==> src/gpm_pkg.sv <==
package gpm_pkg;

  // number of multiplexed lines
  localparam int NLINES = 7;
  // width of one line's function selection field
  localparam int SEL_W = 3;
  // lines held in the first selection register, the rest in the second
  localparam int SEL_A_LINES = 4;
  localparam int SEL_A_W = SEL_A_LINES * SEL_W;
  localparam int SEL_B_W = (NLINES - SEL_A_LINES) * SEL_W;

  // function selection codes, primary first
  localparam logic [2:0] SEL_PRIMARY = 3'h0;
  localparam logic [2:0] SEL_ALT1 = 3'h1;
  localparam logic [2:0] SEL_ALT2 = 3'h2;
  localparam logic [2:0] SEL_ALT3 = 3'h3;
  localparam logic [2:0] SEL_ALT4 = 3'h4;

  // lines powered from the io supply domain (lines 2 and 4)
  localparam logic [6:0] IO_DOMAIN_LINES = 7'h14;

  // clock rate and debounce filter time
  localparam int CLK_HZ = 40_000_000;
  localparam int DEB_TIME_US = 100;
  localparam int DEB_CYCLES = DEB_TIME_US * (CLK_HZ / 1_000_000);
  localparam int DEB_CNT_W = 12;

  // reset value of every per-line register
  localparam logic [6:0] RST_LINES = 7'h00;

  // levels seen by the core from secondary input functions
  typedef struct packed {
    logic power_down_in;
    logic periph_power_req_a;
    logic periph_power_req_b;
    logic reset_in;
    logic warm_reset_in_n;
    logic bus_supply_sense_in;
    logic converter_sync_in;
    logic hold_on_in;
    logic sleep_req_in_n;
    logic dvs_data_in;
    logic dvs_clock_cs_in;
  } gpm_fin_s;

  // idle levels: all inactive, active-low ones high
  localparam gpm_fin_s FIN_IDLE = 11'h044;

  // core signals to be driven out by secondary output functions
  typedef struct packed {
    logic ext_supply_en_a;
    logic ext_supply_en_b;
    logic ext_supply_en_c;
    logic supplies_valid_out;
    logic dvs_data_out;
    logic dvs_data_oe;
    logic dvs_clock_cs_out;
    logic dvs_clock_cs_oe;
  } gpm_fout_s;

  // primary function configuration
  typedef struct packed {
    logic enable;
    logic [6:0] line_direction;
    logic [6:0] line_debounce_enable;
    logic [6:0] line_pull_config_a;
    logic [6:0] line_pull_config_b;
    logic [6:0] line_open_drain_enable;
    logic [6:0] rise_enable;
    logic [6:0] fall_enable;
    logic [6:0] irq_mask;
    logic [6:0] wake_enable;
  } gpm_pcfg_s;

  // secondary function pad configuration
  typedef struct packed {
    logic [6:0] pull_up;
    logic [6:0] pull_down;
    logic [6:0] open_drain;
  } gpm_scfg_s;

  // output data write, set and clear strobes
  typedef struct packed {
    logic write_en;
    logic [6:0] write_data;
    logic set_en;
    logic [6:0] set_bits;
    logic clear_en;
    logic [6:0] clear_bits;
  } gpm_dwr_s;

endpackage

==> src/gpm_debounce.sv <==
`timescale 1ns/1ps
module gpm_debounce #(
  parameter int CYCLES = gpm_pkg::DEB_CYCLES
) (
  input wire logic clk_sys,
  input wire logic srst,
  input wire logic level_in,
  input wire logic enable,
  output logic level_out
);

  // filter state: run length of disagreement and accepted level
  typedef struct packed {
    logic [gpm_pkg::DEB_CNT_W-1:0] cnt;
    logic level;
  } gpm_deb_s;

  gpm_deb_s s;
  gpm_deb_s next_s;

  // accept a new level only after it has held for the whole filter time
  always_comb begin
    next_s = s;
    if (!enable) begin
      // filter bypassed: follow the input directly
      next_s.level = level_in;
      next_s.cnt = '0;
    end else if (level_in == s.level) begin
      // glitch ended, restart the run
      next_s.cnt = '0;
    end else if (s.cnt == gpm_pkg::DEB_CNT_W'(CYCLES - 1)) begin
      next_s.level = level_in;
      next_s.cnt = '0;
    end else begin
      next_s.cnt = s.cnt + 1'b1;
    end
  end

  // state register
  always_ff @(posedge clk_sys) begin
    if (srst) begin
      s <= '0;
    end else begin
      s <= next_s;
    end
  end

  assign level_out = s.level;

endmodule

==> src/gpm_port.sv <==
// Behaviour
// - seven lines, each primary or secondary
// - line 0: power-down, request b, supply enable a
// - line 1: reset, warm reset, bus sense, request a
// - line 2: request b or dvs link data
// - line 3: supply enable a or converter sync
// - line 4: supply enable b or dvs clock/select
// - line 5: hold-on, supply enable c, sleep request
// - line 6: supplies valid or supply enable c
// - rising, falling or both edge interrupts, masked
// - interrupts only in primary function
// - every line can raise a wake-up
// - lines 2 and 4 never wake from off
// - supply enable outputs follow power-up sequencer
// - two selection registers choose line functions
// - per-line direction in primary mode
// - input data read, output data drives
// - per-line debounce enable
// - global enable for all primary lines
// - set and clear strobes change output bits
// - two pull registers choose pull-up or pull-down
// - per-line open-drain output
// - secondary lines use separate pull/drain settings
// - masked edges are neither recorded nor signalled on irq, but still raise a wake-up
`timescale 1ns/1ps
module gpm_port (
  input wire logic clk_sys,
  input wire logic srst,
  // pad side
  input wire logic [6:0] pad_in,
  output logic [6:0] pad_out,
  output logic [6:0] pad_oe,
  output logic [6:0] pad_pull_up,
  output logic [6:0] pad_pull_down,
  // function selection
  input wire logic [gpm_pkg::SEL_A_W-1:0] pad_func_select_a,
  input wire logic [gpm_pkg::SEL_B_W-1:0] pad_func_select_b,
  // configuration
  input wire gpm_pkg::gpm_pcfg_s pcfg,
  input wire gpm_pkg::gpm_scfg_s scfg,
  input wire gpm_pkg::gpm_dwr_s dwr,
  input wire logic [6:0] status_clear,
  input wire logic off_state,
  // core side of secondary functions
  input wire gpm_pkg::gpm_fout_s fout,
  output gpm_pkg::gpm_fin_s fin,
  // status
  output logic [6:0] data_in,
  output logic [6:0] out_data,
  output logic [6:0] edge_status,
  output logic irq,
  output logic wake_req
);

  // state of the port, except the debounce filters
  typedef struct packed {
    logic [6:0] sync1;
    logic [6:0] sync2;
    logic [6:0] sync3;
    logic [6:0] stable;
    logic [6:0] prev;
    logic [6:0] out_data;
    logic [6:0] status;
    logic [6:0] data_in;
    logic [6:0] pad_out;
    logic [6:0] pad_oe;
    logic [6:0] pull_up;
    logic [6:0] pull_down;
    gpm_pkg::gpm_fin_s fin;
    logic irq;
    logic wake;
    // ones shift in after reset until the input pipeline holds real levels
    logic [5:0] settle;
  } gpm_state_s;

  gpm_state_s s;
  gpm_state_s next_s;

  // both selection registers as one field per line
  logic [gpm_pkg::SEL_A_W+gpm_pkg::SEL_B_W-1:0] sel_all;
  // one bit per line: line in primary function
  logic [6:0] prim;
  // filtered line levels
  logic [6:0] deb;
  // secondary output: line drives, value, drive enable
  logic [6:0] sec_drv;
  logic [6:0] sec_val;
  // edge events of this cycle
  logic [6:0] rise;
  logic [6:0] fall;
  logic [6:0] ev;
  // wake gating for lines that cannot wake from off
  logic [6:0] wake_block;

  assign sel_all = {pad_func_select_b, pad_func_select_a};

  // primary-mode decode per line
  always_comb begin
    for (int i = 0; i < gpm_pkg::NLINES; i++) begin
      prim[i] = (sel_all[i*gpm_pkg::SEL_W +: gpm_pkg::SEL_W] == gpm_pkg::SEL_PRIMARY);
    end
  end

  // debounce filter per line
  for (genvar g = 0; g < gpm_pkg::NLINES; g++) begin : g_deb
    gpm_debounce #(
      .CYCLES(gpm_pkg::DEB_CYCLES)
    ) u_deb (
      .clk_sys(clk_sys),
      .srst(srst),
      .level_in(s.stable[g]),
      // bypassed while the pipeline primes, so the filter starts from the real level
      .enable(pcfg.line_debounce_enable[g] & s.settle[4]),
      .level_out(deb[g])
    );
  end

  // secondary output functions per line
  always_comb begin
    // default: line not driven by any secondary output
    sec_drv = '0;
    sec_val = '0;
    // line 0: supply enable a
    if (sel_all[0 +: 3] == gpm_pkg::SEL_ALT3) begin
      sec_drv[0] = 1'b1;
      sec_val[0] = fout.ext_supply_en_a;
    end
    // line 2: dvs link data, direction set by the link
    if (sel_all[6 +: 3] == gpm_pkg::SEL_ALT2) begin
      sec_drv[2] = fout.dvs_data_oe;
      sec_val[2] = fout.dvs_data_out;
    end
    // line 3: supply enable a
    if (sel_all[9 +: 3] == gpm_pkg::SEL_ALT1) begin
      sec_drv[3] = 1'b1;
      sec_val[3] = fout.ext_supply_en_a;
    end
    // line 4: supply enable b, or dvs link clock / select
    if (sel_all[12 +: 3] == gpm_pkg::SEL_ALT1) begin
      sec_drv[4] = 1'b1;
      sec_val[4] = fout.ext_supply_en_b;
    end else if (sel_all[12 +: 3] == gpm_pkg::SEL_ALT2) begin
      sec_drv[4] = fout.dvs_clock_cs_oe;
      sec_val[4] = fout.dvs_clock_cs_out;
    end
    // line 5: supply enable c
    if (sel_all[15 +: 3] == gpm_pkg::SEL_ALT2) begin
      sec_drv[5] = 1'b1;
      sec_val[5] = fout.ext_supply_en_c;
    end
    // line 6: supplies valid, or supply enable c
    if (sel_all[18 +: 3] == gpm_pkg::SEL_ALT1) begin
      sec_drv[6] = 1'b1;
      sec_val[6] = fout.supplies_valid_out;
    end else if (sel_all[18 +: 3] == gpm_pkg::SEL_ALT2) begin
      sec_drv[6] = 1'b1;
      sec_val[6] = fout.ext_supply_en_c;
    end
  end

  // edge detection on filtered levels
  always_comb begin
    rise = deb & ~s.prev;
    fall = ~deb & s.prev;
    // only primary lines of an enabled port give events; none until prev
    // holds a real filtered level, else a pin idling high looks like a rise
    ev = ((rise & pcfg.rise_enable) | (fall & pcfg.fall_enable))
      & prim & {7{pcfg.enable & s.settle[5]}};
    // io-domain lines are no on request while off
    wake_block = off_state ? gpm_pkg::IO_DOMAIN_LINES : gpm_pkg::RST_LINES;
  end

  // next state
  always_comb begin
    next_s = s;

    // three-stage synchroniser, change taken when stages 2 and 3 agree
    next_s.sync1 = pad_in;
    next_s.sync2 = s.sync1;
    next_s.sync3 = s.sync2;
    for (int i = 0; i < gpm_pkg::NLINES; i++) begin
      // stages disagree while the pin moves: keep the old level
      if (s.sync2[i] == s.sync3[i]) begin
        next_s.stable[i] = s.sync3[i];
      end
    end

    // remember filtered level for edge detection
    next_s.prev = deb;

    // count the pipeline in after reset, one stage per edge
    next_s.settle = {s.settle[4:0], 1'b1};

    // output data: full write, then clear, then set
    if (dwr.write_en) begin
      next_s.out_data = dwr.write_data;
    end
    if (dwr.clear_en) begin
      // zero bits leave their data untouched
      next_s.out_data = next_s.out_data & ~dwr.clear_bits;
    end
    // set applied last, so it wins over a clear of the same bit
    if (dwr.set_en) begin
      next_s.out_data = next_s.out_data | dwr.set_bits;
    end

    // sticky status: masked events are dropped, set beats clear
    // a clear and an event in one cycle leave the bit set
    next_s.status = (s.status & ~status_clear) | (ev & ~pcfg.irq_mask);
    next_s.irq = |next_s.status;

    // wake-up pulse from any enabled line event
    // io-domain lines stay blocked while the device is off
    next_s.wake = |(ev & pcfg.wake_enable & ~wake_block);

    // input data: level of primary input lines only
    next_s.data_in = deb & ~pcfg.line_direction & prim & {7{pcfg.enable}};

    // pad drive and pulls per line
    for (int i = 0; i < gpm_pkg::NLINES; i++) begin
      next_s.pad_out[i] = 1'b0;
      next_s.pad_oe[i] = 1'b0;
      next_s.pull_up[i] = 1'b0;
      next_s.pull_down[i] = 1'b0;
      if (prim[i]) begin
        // primary: only when the port is enabled
        if (pcfg.enable) begin
          if (pcfg.line_direction[i]) begin
            if (pcfg.line_open_drain_enable[i]) begin
              // open drain: pull low only, release for a one
              next_s.pad_oe[i] = ~next_s.out_data[i];
            end else begin
              next_s.pad_oe[i] = 1'b1;
              next_s.pad_out[i] = next_s.out_data[i];
            end
          end
          // pull-up wins when both pulls are asked for
          next_s.pull_up[i] = pcfg.line_pull_config_b[i];
          next_s.pull_down[i] = pcfg.line_pull_config_a[i] & ~pcfg.line_pull_config_b[i];
        end
      end else begin
        // secondary: primary settings have no effect here
        if (sec_drv[i]) begin
          if (scfg.open_drain[i]) begin
            next_s.pad_oe[i] = ~sec_val[i];
          end else begin
            next_s.pad_oe[i] = 1'b1;
            next_s.pad_out[i] = sec_val[i];
          end
        end
        next_s.pull_up[i] = scfg.pull_up[i];
        next_s.pull_down[i] = scfg.pull_down[i] & ~scfg.pull_up[i];
      end
    end

    // secondary input functions, idle when not selected
    next_s.fin = gpm_pkg::FIN_IDLE;
    // line 0
    case (sel_all[0 +: 3])
      gpm_pkg::SEL_ALT1: begin
        next_s.fin.power_down_in = s.stable[0];
      end
      gpm_pkg::SEL_ALT2: begin
        next_s.fin.periph_power_req_b = s.stable[0];
      end
      default: begin
        // primary or unused code: input stays idle
      end
    endcase
    // line 1
    case (sel_all[3 +: 3])
      gpm_pkg::SEL_ALT1: begin
        next_s.fin.reset_in = s.stable[1];
      end
      gpm_pkg::SEL_ALT2: begin
        next_s.fin.warm_reset_in_n = s.stable[1];
      end
      gpm_pkg::SEL_ALT3: begin
        next_s.fin.bus_supply_sense_in = s.stable[1];
      end
      gpm_pkg::SEL_ALT4: begin
        next_s.fin.periph_power_req_a = s.stable[1];
      end
      default: begin
      end
    endcase
    // line 2, request b shared with line 0
    case (sel_all[6 +: 3])
      gpm_pkg::SEL_ALT1: begin
        next_s.fin.periph_power_req_b = next_s.fin.periph_power_req_b | s.stable[2];
      end
      gpm_pkg::SEL_ALT2: begin
        next_s.fin.dvs_data_in = s.stable[2];
      end
      default: begin
      end
    endcase
    // line 3
    if (sel_all[9 +: 3] == gpm_pkg::SEL_ALT2) begin
      next_s.fin.converter_sync_in = s.stable[3];
    end
    // line 4
    if (sel_all[12 +: 3] == gpm_pkg::SEL_ALT2) begin
      next_s.fin.dvs_clock_cs_in = s.stable[4];
    end
    // line 5
    case (sel_all[15 +: 3])
      gpm_pkg::SEL_ALT1: begin
        next_s.fin.hold_on_in = s.stable[5];
      end
      gpm_pkg::SEL_ALT3: begin
        next_s.fin.sleep_req_in_n = s.stable[5];
      end
      default: begin
      end
    endcase
    // hold the idle levels until the synchroniser holds real pad levels,
    // so active-low inputs such as warm reset do not pulse after reset
    if (!s.settle[3]) begin
      next_s.fin = gpm_pkg::FIN_IDLE;
    end
  end

  // state register
  always_ff @(posedge clk_sys) begin
    if (srst) begin
      // pads released, pulls off, pipeline marked unsettled
      s <= '0;
      s.fin <= gpm_pkg::FIN_IDLE;
    end else begin
      s <= next_s;
    end
  end

  // all outputs straight from the state register
  assign pad_out = s.pad_out;
  assign pad_oe = s.pad_oe;
  assign pad_pull_up = s.pull_up;
  assign pad_pull_down = s.pull_down;
  assign fin = s.fin;
  assign data_in = s.data_in;
  assign out_data = s.out_data;
  assign edge_status = s.status;
  assign irq = s.irq;
  assign wake_req = s.wake;

endmodule

==> config.mk <==
export PLATFORM = sky130hd
export DESIGN_NAME = gpm_port
export DESIGN_NICKNAME = d
export VERILOG_FILES = /design/src/gpm_pkg.sv /design/src/gpm_debounce.sv /design/src/gpm_port.sv
export SDC_FILE = /design/constraint.sdc
export NUM_CORES = 1
export LEC_CHECK = 0
export ABC_AREA = 1
export ABC_CLOCK_PERIOD_IN_PS = 1550
export BUFFER_PORTS_ARGS = -buffer_cell sky130_fd_sc_hd__buf_2
export CORE_ASPECT_RATIO = 0.9
export CORE_MARGIN = 3
export CORE_UTILIZATION = 53
export CTS_CLUSTER_SIZE = 30
export DETAILED_ROUTE_END_ITERATION = 8
export GPL_TIMING_DRIVEN = 0
export PLACE_DENSITY = 0.88
export RECOVER_POWER = 100
export SYNTH_ARGS = -nofsm -noshare
export SYNTH_HDL_FRONTEND = slang
export SYNTH_SLANG_ARGS = --single-unit
==> constraint.sdc <==
create_clock -name clk_sys -period 1.55 [get_ports clk_sys]
set_input_delay 0.0775 -clock clk_sys [delete_from_list [all_inputs] [get_ports clk_sys]]
set_output_delay 0.0775 -clock clk_sys [all_outputs]
set_load 0.005 [all_outputs]
==> reports/qor.txt <==
Area after DPL = 0.00988 mm^2
synthesized area = 0.00855 mm^2
top cell type's share of synthesized area = 45.4%
Ys Warns = 0
CP endpoint kind = flop
final setup margin = -0.0251 ns
VDD IR max = 938 uV
layout cell share with drive strength beyond 1 = 27.1%
commonest non-fill, non-tap cell in the layout = buf_2
Slew @ Worst Pin = 0.422 ns
cts bufs inserted = 17
Total Power = 10.9 mW
kind of critical path = reg2reg
Root Buffer = clkbuf_16
Layout Cells excl Fill = 1,735
max-capacitance violation count = 0
Initial DRT Pass Iterations = 9
synthesized instance count = 1,163
element type at the critical path start = flop
vias in the first global route = 9,659
Crit-path slowest cell = dlygate4sd3_1
Layout area overhead = 39.1%
Synth cell types = 33
# rows = 43
Leak = 5.38 nW
Critical Path RT = 1.94 ns
routability cong. = 0.958
cell family with most CP delay = buffers and inverters
IO Port Bufs = 215
biggest area consumer among synthesized cells = dfxtp_1
RSZ-0062 raised after global routing = true
clock-pin slew of the registers on the worst-case setup and hold paths = 0.08 ns
Vias/cell = 5.69
initial core utilization = 54.8%
ranking of synthesized cells by area = dfxtp_1 (45%), nand2_1 (8.7%), inv_1 (7.8%)
htree depth = 4
critical-path cell list = nand2_4 -> nor2_2 -> nand3b_1 -> a21oi_2 -> dlygate4sd3_1
Setup TNS Final = -0.0266 ns
Avg Synthesized Cell Area = 7.36 um^2
Buf/Inv on CP = 1
drt first-iter violations = 1,143
initial antenna violation count = 3
DP Wirelength = 17.9 mm
post-DR wirelength/cell = 18.6 um
FF+latch count, synth = 194
Fmax = 635 MHz
Finished Cell Area = 0.0119 mm^2
PD cells = 919 mW/mm^2
Final Util = 76.3%
CTS Buffer Depth = 2
Setup WS pre-CTS = -0.102 ns
post-route ant nets = 0
Die W = 140 um
worst hold slack = -0.00249 ns
Setup-failing EPs final = 2
Final Hold Vio Count = 1
Final Net Count = 1,679
Max Clock Skew = 0.00967 ns
Worst Hold Class = in2reg
final WL = 32.3 mm
status = finished, violations left
pins over their slew limit = 0
fraction of the cycle the final worst path needs = 102%
Tmin final = 1.58 ns
Sink Count = 194
Slew HR = 71.5%
GRT overflow = 0
most frequent cells in the layout = buf_2 (227), nand2_1 (189), dfxtp_1 (181)
largest net degree at the start of global routing = 18
crit path DAT = 1.96 ns
gr usage total = 33.1%
placed cells = 1,580
Die ar. = 0.0177 mm^2
Synth Net Count = 1,325
core area = 0.0156 mm^2
CP peak stage delay = 0.56 ns
io pins = 217
register area share after synthesis = 45.4%
Crit Path Max Fanout = 7
TritonCTS clock tree = built
via count = 9,865
Die H = 127 um
worst-skew pair later-pin latency = 0.44 ns
post-route DRC violation count = 0
first-pass GRT wire length = 46.9 mm
failing checks = negative hold slack, negative setup slack
[state kept, by name, summed over array words and instances (netlist names)]
signal and count:
irq 1, pad_oe 7, edge_status 7, g_deb.u_deb.level_out 7
wake_req 1, g_deb.u_deb.s 84, next_s 19, s 22
pad_out 7, out_data 7, fin 11, pad_pull_down 7
pad_pull_up 7, data_in 7
[kinds of logic after synthesis]
logic type	count (synthesis)	synth area share, %
adder cells (fa/ha/maj)	7	1.02
AND/OR/NAND/NOR	554	28.7
multiplexers	1	0.117
flip-flops	194	45.4
AO/OA/AOI/OAI	121	7.55
XOR/XNOR	28	2.87
buffers and inverters	258	14.4
[what timing repair did]
item / 4_1_cts / 5_1_grt
hold buffers: 103 / 2
endpoints found under the setup margin: 11 / 87
gates cloned: 1 / 0
gates resized for setup: 9 / 63
pin swaps: 4 / 18
setup buffers: 8 / 10
endpoints found under the hold margin: 65 / 1
[worst min-delay path, cell delays in order]
cell and delay, ns:
buf_2 0.10, nand2_1 0.13, o31ai_1 0.09
[Yosys cell counts]
| cell type | number |
|---|---|
| a31oi_1 | 3 |
| nand2_2 | 1 |
| nor3_1 | 38 |
| nand4_1 | 17 |
| inv_2 | 1 |
| or2_0 | 1 |
| nand3_1 | 78 |
| o41ai_1 | 1 |
| o211ai_1 | 6 |
| a21o_1 | 1 |
| nand3b_1 | 15 |
| o21ai_0 | 25 |
| nor4_1 | 14 |
| and3b_1 | 4 |
| buf_4 | 65 |
| inv_1 | 178 |
| or2_2 | 4 |
| a211oi_1 | 2 |
| buf_2 | 14 |
| nand2_1 | 198 |
| nor3_2 | 4 |
| nor3b_1 | 1 |
| mux2i_1 | 1 |
| nor2_1 | 169 |
| ha_1 | 7 |
| nor2_2 | 7 |
| xnor2_1 | 7 |
| xor2_1 | 21 |
| dfxtp_1 | 194 |
| and3_1 | 2 |
| o31ai_1 | 4 |
| nor2_4 | 1 |
| a21oi_1 | 79 |
[path summary, 6_finish.rpt]
check	start	endpoint	slack, ns	cells past startpoint
worst max-delay path	s[5]$_SDFF_PP0_	edge_status[2]$_SDFF_PP0_	-0.03	5
worst max register to register	s[5]$_SDFF_PP0_	edge_status[2]$_SDFF_PP0_	-0.03	5
worst min register to register	next_s[93]$_SDFF_PP0_	next_s[86]$_SDFF_PP0_	0.40	2
worst min-delay path	fout[2]	pad_out[2]$_SDFF_PP0_	-0.002	3
[layer usage]
layer  share of wire, %  routed length [um]  vias up  GRT usage [%]
li1                   -                   -     4333              -
met1                 34               10900     4434           35.5
met2                 48               15500      827           56.3
met3                 11                3500      271           9.91
met4                7.7                2480        0           22.7
met5                  0                   0        -              0
[where the power goes]
part           total [mW]  leakage (nW)  internal, mW  switching [mW]
Sequential           5.09          1.58          5.05          0.0359
Combinational       0.955          3.49         0.474           0.481
Clock                4.89         0.308          2.82            2.07
[layout make-up]
| type | instances | area (um^2) |
|---|---|---|
| Antenna cell | 3 | 7.51 |
| Buffer | 79 | 578 |
| Clock buffer | 19 | 453 |
| Clock inverter | 13 | 195 |
| Fill cell | 911 | 3700 |
| Inverter | 179 | 672 |
| Multi-Input combinational cell | 711 | 3610 |
| Sequential cell | 194 | 3900 |
| Tap cell | 202 | 253 |
| Timing Repair Buffer | 335 | 2230 |
Note: power is estimated with default switching activity, not from simulation.
